## src/design/temp_conv_map.svh

```systemverilog
// register offsets, field positions, reset values and timing counts
`ifndef TEMP_CONV_MAP_SVH
`define TEMP_CONV_MAP_SVH

`define TEMP_ADDR 8'h00
`define HIGH_TRIP_ADDR 8'h04
`define LOW_TRIP_ADDR 8'h08
`define CONFIG_ADDR 8'h0C
`define COUNT_ADDR 8'h10
`define COMMAND_ADDR 8'h14
`define SLOPE_BASE_ADDR 8'h18
`define SLOPE_STEP_ADDR 8'h1C

`define CFG_DONE_BIT 7
`define CFG_HIGH_SEEN_BIT 6
`define CFG_LOW_SEEN_BIT 5
`define CFG_NV_BUSY_BIT 4
`define CFG_ONE_BIT 3
`define CFG_POL_BIT 1
`define CFG_SINGLE_BIT 0

`define CMD_START_BIT 0
`define CMD_STOP_BIT 1
`define CMD_SLOPE_BIT 2

`define TEMP_MIN 9'h192
`define TEMP_MAX 9'h0FA
`define HIGH_TRIP_RESET 9'h0FA
`define LOW_TRIP_RESET 9'h192
`define POL_RESET 1'b1
`define SINGLE_RESET 1'b0
`define BASE_COUNT 16'h0100
`define SLOPE_BASE_RESET 16'h0040
`define SLOPE_STEP_RESET 8'h01
`define GATE_EDGES 16'h0800

`define CLK_HZ 25000000
`define CONV_LIMIT_MS 1000
`define CONV_LIMIT_CYCLES ((`CLK_HZ / 1000) * `CONV_LIMIT_MS)

`endif

```

## src/design/temp_conv_pkg.sv

```systemverilog
// types shared by the conversion core
package temp_conv_pkg;

	typedef enum logic [0:0] {
		idle_state,
		convert_state
	} conv_state_type;

	typedef struct packed {
		conv_state_type state;
		logic [15:0] gate_count;
		logic [15:0] slope_acc;
		logic [15:0] gate_edges;
		logic [24:0] limit_timer;
		logic [8:0] temp_work;
		logic [8:0] temp_result;
		logic [15:0] count_value;
		logic [8:0] high_trip;
		logic [8:0] low_trip;
		logic output_polarity_bit;
		logic single;
		logic done;
		logic high_seen;
		logic low_seen;
		logic active;
		logic start_pending;
		logic [15:0] slope_base;
		logic [7:0] slope_step;
		logic ack;
		logic [31:0] rdata;
		logic thermostat;
	} core_state_type;

endpackage

```

## src/design/temp_conv_core.sv

```systemverilog
// temperature conversion core with thermostat and wishbone registers
`timescale 1ns/1ns
`include "temp_conv_map.svh"
module temp_conv_core #(
	parameter int unsigned CONV_LIMIT = `CONV_LIMIT_CYCLES
) (
	input wire logic clk_i,
	input wire logic rst_i,
	input wire logic wb_cyc_i,
	input wire logic wb_stb_i,
	input wire logic wb_we_i,
	input wire logic [7:0] wb_adr_i,
	input wire logic [3:0] wb_sel_i,
	input wire logic [31:0] wb_dat_i,
	output logic [31:0] wb_dat_o,
	output logic wb_ack_o,
	input wire logic count_osc_i,
	input wire logic gate_osc_i,
	output logic thermostat_output_o
);
	temp_conv_pkg::core_state_type s_reg;
	temp_conv_pkg::core_state_type s_next;
	logic count_rise;
	logic gate_rise;
	logic dec_active;
	logic dec_high;
	logic dec_low;
	logic [8:0] temp_next;

	pin_sync count_sync (
		.clk_i(clk_i),
		.rst_i(rst_i),
		.pin_i(count_osc_i),
		.rise_o(count_rise)
	);

	pin_sync gate_sync (
		.clk_i(clk_i),
		.rst_i(rst_i),
		.pin_i(gate_osc_i),
		.rise_o(gate_rise)
	);

	// temperature after any step that lands in this cycle
	always_comb begin
		temp_next = s_reg.temp_work;
		if (s_reg.state == temp_conv_pkg::convert_state && count_rise
				&& s_reg.gate_count <= 16'h0001
				&& s_reg.temp_work != `TEMP_MAX) begin
			temp_next = 9'(s_reg.temp_work + 9'h001);
		end
	end

	thermostat_decide decide (
		.temp_i(temp_next),
		.high_trip_i(s_reg.high_trip),
		.low_trip_i(s_reg.low_trip),
		.active_i(s_reg.active),
		.active_o(dec_active),
		.high_hit_o(dec_high),
		.low_hit_o(dec_low)
	);

	function automatic logic [31:0] read_mux(input temp_conv_pkg::core_state_type s,
			input logic [7:0] adr);
		logic [31:0] v;
		v = 32'h0000_0000;
		if (adr == `TEMP_ADDR) begin
			// upper byte whole degrees, lower byte half bit on top
			v[15:0] = {s.temp_result[8:1], s.temp_result[0], 7'h00};
		end else if (adr == `HIGH_TRIP_ADDR) begin
			v[15:0] = {s.high_trip[8:1], s.high_trip[0], 7'h00};
		end else if (adr == `LOW_TRIP_ADDR) begin
			v[15:0] = {s.low_trip[8:1], s.low_trip[0], 7'h00};
		end else if (adr == `CONFIG_ADDR) begin
			v[`CFG_DONE_BIT] = s.done;
			v[`CFG_HIGH_SEEN_BIT] = s.high_seen;
			v[`CFG_LOW_SEEN_BIT] = s.low_seen;
			v[`CFG_NV_BUSY_BIT] = 1'b0;
			v[`CFG_ONE_BIT] = 1'b1;
			v[`CFG_POL_BIT] = s.output_polarity_bit;
			v[`CFG_SINGLE_BIT] = s.single;
		end else if (adr == `COUNT_ADDR) begin
			v[15:0] = s.count_value;
		end else if (adr == `SLOPE_BASE_ADDR) begin
			v[15:0] = s.slope_base;
		end else if (adr == `SLOPE_STEP_ADDR) begin
			v[7:0] = s.slope_step;
		end
		return v;
	endfunction

	always_comb begin
		logic req;
		logic wr;
		logic close_gate;
		logic start_now;
		req = 1'b0;
		wr = 1'b0;
		close_gate = 1'b0;
		start_now = 1'b0;
		s_next = s_reg;
		req = wb_cyc_i && wb_stb_i && !s_reg.ack;
		wr = req && wb_we_i && wb_sel_i[0];
		s_next.ack = req;
		if (req) begin
			s_next.rdata = read_mux(s_reg, wb_adr_i);
		end

		// register writes; thresholds and settings take the low 16 bits
		if (wr && wb_sel_i[1]) begin
			if (wb_adr_i == `HIGH_TRIP_ADDR) begin
				s_next.high_trip = {wb_dat_i[15:8], wb_dat_i[7]};
			end else if (wb_adr_i == `LOW_TRIP_ADDR) begin
				s_next.low_trip = {wb_dat_i[15:8], wb_dat_i[7]};
			end else if (wb_adr_i == `SLOPE_BASE_ADDR) begin
				s_next.slope_base = wb_dat_i[15:0];
			end
		end
		if (wr) begin
			if (wb_adr_i == `CONFIG_ADDR) begin
				s_next.output_polarity_bit = wb_dat_i[`CFG_POL_BIT];
				s_next.single = wb_dat_i[`CFG_SINGLE_BIT];
				if (!wb_dat_i[`CFG_HIGH_SEEN_BIT]) begin
					s_next.high_seen = 1'b0;
				end
				if (!wb_dat_i[`CFG_LOW_SEEN_BIT]) begin
					s_next.low_seen = 1'b0;
				end
			end else if (wb_adr_i == `SLOPE_STEP_ADDR) begin
				s_next.slope_step = wb_dat_i[7:0];
			end else if (wb_adr_i == `COMMAND_ADDR) begin
				if (wb_dat_i[`CMD_START_BIT]) begin
					s_next.start_pending = 1'b1;
				end
				if (wb_dat_i[`CMD_STOP_BIT]) begin
					s_next.start_pending = 1'b0;
				end
				if (wb_dat_i[`CMD_SLOPE_BIT]) begin
					s_next.count_value = s_reg.slope_acc;
				end
			end
		end

		case (s_reg.state)
			temp_conv_pkg::idle_state: begin
				// continuous mode restarts by itself, one-shot waits for a command
				start_now = s_reg.start_pending;
			end
			temp_conv_pkg::convert_state: begin
				s_next.limit_timer = 25'(s_reg.limit_timer + 25'h000_0001);
				if (count_rise) begin
					s_next.temp_work = temp_next;
					if (s_reg.gate_count <= 16'h0001) begin
						s_next.gate_count = s_reg.slope_acc;
						// widen the step after next so the parabola is followed
						s_next.slope_acc = 16'(s_reg.slope_acc + {8'h00, s_reg.slope_step});
					end else begin
						s_next.gate_count = 16'(s_reg.gate_count - 16'h0001);
					end
				end
				if (gate_rise) begin
					s_next.gate_edges = 16'(s_reg.gate_edges + 16'h0001);
				end
				// a stalled gate oscillator cannot hold the result past the limit
				if ((gate_rise && s_reg.gate_edges == 16'(`GATE_EDGES - 16'h0001))
						|| s_reg.limit_timer >= 25'(CONV_LIMIT - 1)) begin
					close_gate = 1'b1;
				end
			end
			default: begin
				s_next.state = temp_conv_pkg::idle_state;
			end
		endcase

		if (close_gate) begin
			s_next.temp_result = temp_next;
			s_next.count_value = count_rise && s_reg.gate_count <= 16'h0001
				? s_reg.slope_acc : s_next.gate_count;
			s_next.done = 1'b1;
			s_next.active = dec_active;
			if (dec_high) begin
				s_next.high_seen = 1'b1;
			end
			if (dec_low) begin
				s_next.low_seen = 1'b1;
			end
			if (s_reg.single) begin
				s_next.start_pending = 1'b0;
			end
			s_next.state = temp_conv_pkg::idle_state;
		end

		if (start_now) begin
			s_next.state = temp_conv_pkg::convert_state;
			s_next.gate_count = `BASE_COUNT;
			s_next.temp_work = `TEMP_MIN;
			s_next.slope_acc = s_reg.slope_base;
			s_next.gate_edges = 16'h0000;
			s_next.limit_timer = 25'h000_0000;
			s_next.done = 1'b0;
		end

		if (!s_reg.single && s_next.state == temp_conv_pkg::idle_state) begin
			s_next.start_pending = 1'b1;
		end
		s_next.thermostat = s_next.output_polarity_bit ? s_next.active : !s_next.active;
	end

	always_ff @(posedge clk_i) begin
		if (rst_i) begin
			s_reg <= '0;
			s_reg.state <= temp_conv_pkg::idle_state;
			s_reg.temp_work <= `TEMP_MIN;
			s_reg.temp_result <= `TEMP_MIN;
			s_reg.high_trip <= `HIGH_TRIP_RESET;
			s_reg.low_trip <= `LOW_TRIP_RESET;
			s_reg.output_polarity_bit <= `POL_RESET;
			s_reg.single <= `SINGLE_RESET;
			s_reg.slope_base <= `SLOPE_BASE_RESET;
			s_reg.slope_step <= `SLOPE_STEP_RESET;
			s_reg.thermostat <= !`POL_RESET;
		end else begin
			s_reg <= s_next;
		end
	end

	assign wb_ack_o = s_reg.ack;
	assign wb_dat_o = s_reg.rdata;
	assign thermostat_output_o = s_reg.thermostat;
endmodule // temp_conv_core

```

## src/design/pin_sync.sv

```systemverilog
// two-flop synchroniser with rising-edge pulse
`timescale 1ns/1ns
module pin_sync (
	input wire logic clk_i,
	input wire logic rst_i,
	input wire logic pin_i,
	output logic rise_o
);
	logic meta_reg;
	logic sync_reg;
	logic last_reg;

	// only sync_reg reads meta_reg; the edge detector looks one stage later
	always_ff @(posedge clk_i) begin
		if (rst_i) begin
			meta_reg <= 1'b0;
			sync_reg <= 1'b0;
			last_reg <= 1'b0;
		end else begin
			meta_reg <= pin_i;
			sync_reg <= meta_reg;
			last_reg <= sync_reg;
		end
	end

	assign rise_o = sync_reg & ~last_reg;
endmodule // pin_sync

```

## src/design/thermostat_decide.sv

```systemverilog
// hysteresis decision made at the end of a conversion
`timescale 1ns/1ns
module thermostat_decide (
	input wire logic [8:0] temp_i,
	input wire logic [8:0] high_trip_i,
	input wire logic [8:0] low_trip_i,
	input wire logic active_i,
	output logic active_o,
	output logic high_hit_o,
	output logic low_hit_o
);
	always_comb begin
		high_hit_o = $signed(temp_i) >= $signed(high_trip_i);
		low_hit_o = $signed(temp_i) <= $signed(low_trip_i);
		if (high_hit_o) begin
			active_o = 1'b1;
		end else if ($signed(temp_i) < $signed(low_trip_i)) begin
			active_o = 1'b0;
		end else begin
			active_o = active_i;
		end
	end
endmodule // thermostat_decide

```

## config.mk

```make
export PLATFORM = sky130hd
export DESIGN_NAME = temp_conv_core
export DESIGN_NICKNAME = d
export VERILOG_FILES = /design/src/design/temp_conv_pkg.sv /design/src/design/temp_conv_core.sv /design/src/design/pin_sync.sv /design/src/design/thermostat_decide.sv
export VERILOG_INCLUDE_DIRS = /design/src /design/src/design
export SDC_FILE = /design/constraint.sdc
export NUM_CORES = 1
export LEC_CHECK = 0
export BUFFER_PORTS_ARGS = -buffer_cell sky130_fd_sc_hd__buf_2
export CAP_MARGIN = 20
export CORE_UTILIZATION = 45
export CTS_BUF_LIST = sky130_fd_sc_hd__clkbuf_2
export DETAILED_ROUTE_END_ITERATION = 6
export PLACE_DENSITY = 0.75
export SYNTH_ARGS = -nofsm -noshare
export SYNTH_HDL_FRONTEND = slang
export SYNTH_HIERARCHICAL = 1
export SYNTH_SLANG_ARGS = --single-unit
```

## constraint.sdc

```tcl
create_clock -name clk_i -period 3.1 [get_ports clk_i]
set_input_delay 0.31 -clock clk_i [delete_from_list [all_inputs] [get_ports clk_i]]
set_output_delay 0.31 -clock clk_i [all_outputs]
set_load 0.05 [all_outputs]
```

==> flow_metrics.env <==
export IMPL_grt_max_degree=48
export IMPL_largest_reg_flops=157
export IMPL_std_cell_rows=53
export IMPL_antenna_found_initial=1
export IMPL_yosys_warnings=6
export IMPL_synth_seq_area_share=0.377
export IMPL_synth_compound_area_frac=0.181
export IMPL_pwr_share_clk=0.279
export IMPL_power_leakage_nw=4.53
export IMPL_hold_ws_ps=81.0
export IMPL_synth_cells=1168
export IMPL_route_detailed_drc=1
export IMPL_synth_xor_area_frac=0.0473
export IMPL_syn_to_final_growth_pct=19.6
export IMPL_insertion_delay_ps=820
export IMPL_ys_flop_type="dfxtp_1"
export IMPL_numPortBuffers=50
export IMPL_grt_pass1_wl_mm=44.0
export IMPL_globalplace_congestion=0.955
export IMPL_ys_types=88
export IMPL_p_int_mw=3.13
export IMPL_grt_overflow=0
export IMPL_cts_tree="built"
export IMPL_design_area_um2=11500
export IMPL_syn_cell_area_um2=9620
export IMPL_cap_violations=0
export IMPL_run_status="finished, violations left"
export IMPL_cts_inserted_buffers=17
export IMPL_synth_top_family_by_area="simple AND/OR/NAND/NOR gates"
export IMPL_maxSlewHeadroom=0.292
export IMPL_htreeDepth=4
export IMPL_pwr_share_comb=0.206
export IMPL_drive_gt1_frac=0.209
export IMPL_synthAdderAreaFrac=0.0437
export IMPL_yosys_area_share_simple=0.251
export IMPL_cp_end_kind="register"
export IMPL_dp_cells=1501
export IMPL_violations="design-rule violations, negative setup slack"
export IMPL_die_area_um2=22000
export IMPL_powerDensity_nw_per_um2=417
export IMPL_hold_viol=0
export IMPL_start_util=0.458
export IMPL_clock_sinks=181
export IMPL_drt_vias_per_instance=5.81
export IMPL_layout_cells_non_filler=1584
export IMPL_drtAntennaViolNets=0
export IMPL_ys_ff_latch=181
export IMPL_rsz0062_at_grt="yes"
export IMPL_cp_arrival_ps=4090
export IMPL_peakVddDrop_mv=0.222
export IMPL_slew_violations=0
export IMPL_async_reset_ff_frac=0
export IMPL_synth_edff_count=0
export IMPL_wl_mm=27.3
export IMPL_placed_cell_area_um2=10500
export IMPL_hpwl_mm=19.6
export IMPL_max_freq_mhz=303
export IMPL_final_setup_skew_ps=79.6
export IMPL_utilization=0.547
export IMPL_power_total_mw=4.80
export IMPL_drt_pass1_iterations=7
export IMPL_cts_root_buf="clkbuf_2"
export IMPL_switching_share=0.348
export IMPL_clk_pin_slew_ps=330
export IMPL_grt_use_total=0.251
export IMPL_start_kind="register"
export IMPL_coreArea_um2=21000
export IMPL_p_seq_frac=0.515
export IMPL_drtIter0Drc=878
export IMPL_vias=9202
export IMPL_synthMuxAreaShare=0.0280
export IMPL_die_x_um=148
export IMPL_avgRoutedWirePerCell_um=17.2
export IMPL_final_net_count=1379
export IMPL_clockBufferDepth=2
export IMPL_hold_path_class="input pin to register"
export IMPL_die_h_um=148
export IMPL_period_needed_ps=3300
export IMPL_ioPinCount=85
export IMPL_setup_ws_ps=-205
export IMPL_setup_viol=3
export IMPL_post_route_period_util=1.07
export IMPL_tightestPinTransition_ps=1050
export IMPL_grt_pass1_vias=8637
export IMPL_cp_max_fo=4
export IMPL_p_switching_mw=1.67
export IMPL_crit_type="register to register"
export IMPL_required_ps=3890
export IMPL_syn_avg_cell_area_um2=8.24
-- Yosys cell counts (all sizes together), types with 4 or more instances --
cell      n  share of area
o31ai     8         0.0062
o211a     4         0.0057
a311oi    9         0.0082
nor2b    20          0.014
dfxtp   181           0.38
or4      10         0.0082
a211oi   11         0.0086
clkbuf   41          0.017
and4     14          0.013
a22oi    17          0.013
and3     18          0.012
nand2   164          0.064
inv      54          0.021
ha       32          0.042
buf      47          0.033
or3       9         0.0059
o311ai    4         0.0036
nand3    51          0.027
mux2i    22          0.023
a31oi    13         0.0091
o21ai    40          0.023
and2     12         0.0078
o221a     6         0.0070
nor4      8          0.010
a21oi    81          0.042
nor3     24          0.016
nor2    114          0.044
o211ai   18          0.015
xnor2    27          0.025
a211o     4         0.0036
or2       5         0.0033
xor2     25          0.023
nand4    25          0.017
mux2      4         0.0051
-- worst max-delay path, cell delays in order, from the launching register on --
cell	delay (ps)
dfxtp_2	400
nor4_4	270
buf_6	170
buf_6	120
and4_4	240
nand3_4	90
nor4_4	180
xnor2_2	160
inv_2	90
ha_4	280
nand4_1	150
nor4_2	190
a211oi_2	70
mux2_4	310
a31o_1	190
mux2i_2	200
mux2i_1	200
-- through the flow --
step	worst slack, ps	TNS [ps]
after global placement	-235	-439
after detailed placement	-349	-796
after floorplan	-210	-342
after CTS	-246	-476
after global routing	-403	-933
final	-205	-326
-- metal layers --
metal / routed length, um / up-vias / global-route usage
met4: 826 / 0 / 0.100
met3: 1900 / 77 / 0.0460
met1: 11700 / 4395 / 0.328
li1: - / 4362 / -
met2: 12800 / 368 / 0.408
met5: 0 / - / 0
-- path summary, 6_finish.rpt --
check,from,to,slack (ps),cells past startpoint
max,s_reg[176],thermostat_output_o,-200,16
min,wb_sel_i[0],s_reg[51],80,6
max reg2reg,s_reg[176],thermostat_output_o,-200,16
min reg2reg,gate_sync/meta_reg,gate_sync/sync_reg,430,1
-- logic make-up (layout without fill, tap and decap cells) --
group           count (synthesis)  after routing
compound gates                251            251
xor+xnor                       52             52
fa+ha+maj                      33             33
buf+inv                       143            268
flops                         181            181
mux                            26             26
other cells                     1             17
simple gates                  481            481
-- power groups by stage --
stage | sequential, mW | clock, mW | combinational [mW]
2_1_floorplan | 2.49 | 0 | 0.608
3_3_place_gp | 2.50 | 0 | 0.873
3_5_place_dp | 2.50 | 0 | 0.889
4_1_cts | 2.47 | 1.37 | 0.951
5_1_grt | 2.48 | 1.46 | 1.07
6_report | 2.47 | 1.34 | 0.991
-- cell usage in the layout, fill, tap and decap left out, drive strengths merged, types with 14 or more instances in the layout --
cell / n
a21oi: 81
a22oi: 17
and3: 18
and4: 14
buf: 145
clkbuf: 17
conb: 16
dfxtp: 181
dlygate4sd3: 36
ha: 32
inv: 61
mux2i: 22
nand2: 164
nand3: 51
nand4: 25
nor2: 114
nor2b: 20
nor3: 24
o211ai: 18
o21ai: 40
xnor2: 27
xor2: 25
-- what timing repair did --
item                                    4_1_cts  5_1_grt
setup buffers                                 5        8
endpoints found under the setup margin        4        7
endpoints found under the hold margin        61        0
pin swaps                                    13       24
resized for setup                            10       48
hold buffers                                 36        0
-- area by class of cell --
| class | instances | area [um2] |
|---|---|---|
| Clock buffer | 17 | 85.1 |
| Clock inverter | 15 | 204 |
| Antenna cell | 1 | 2.50 |
| Sequential cell | 181 | 3630 |
| Fill cell | 1887 | 9510 |
| Timing Repair Buffer | 181 | 1340 |
| Inverter | 55 | 211 |
| Tap cell | 275 | 344 |
| Multi-Input combinational cell | 859 | 5690 |
Power figures use the tool's default switching activity.
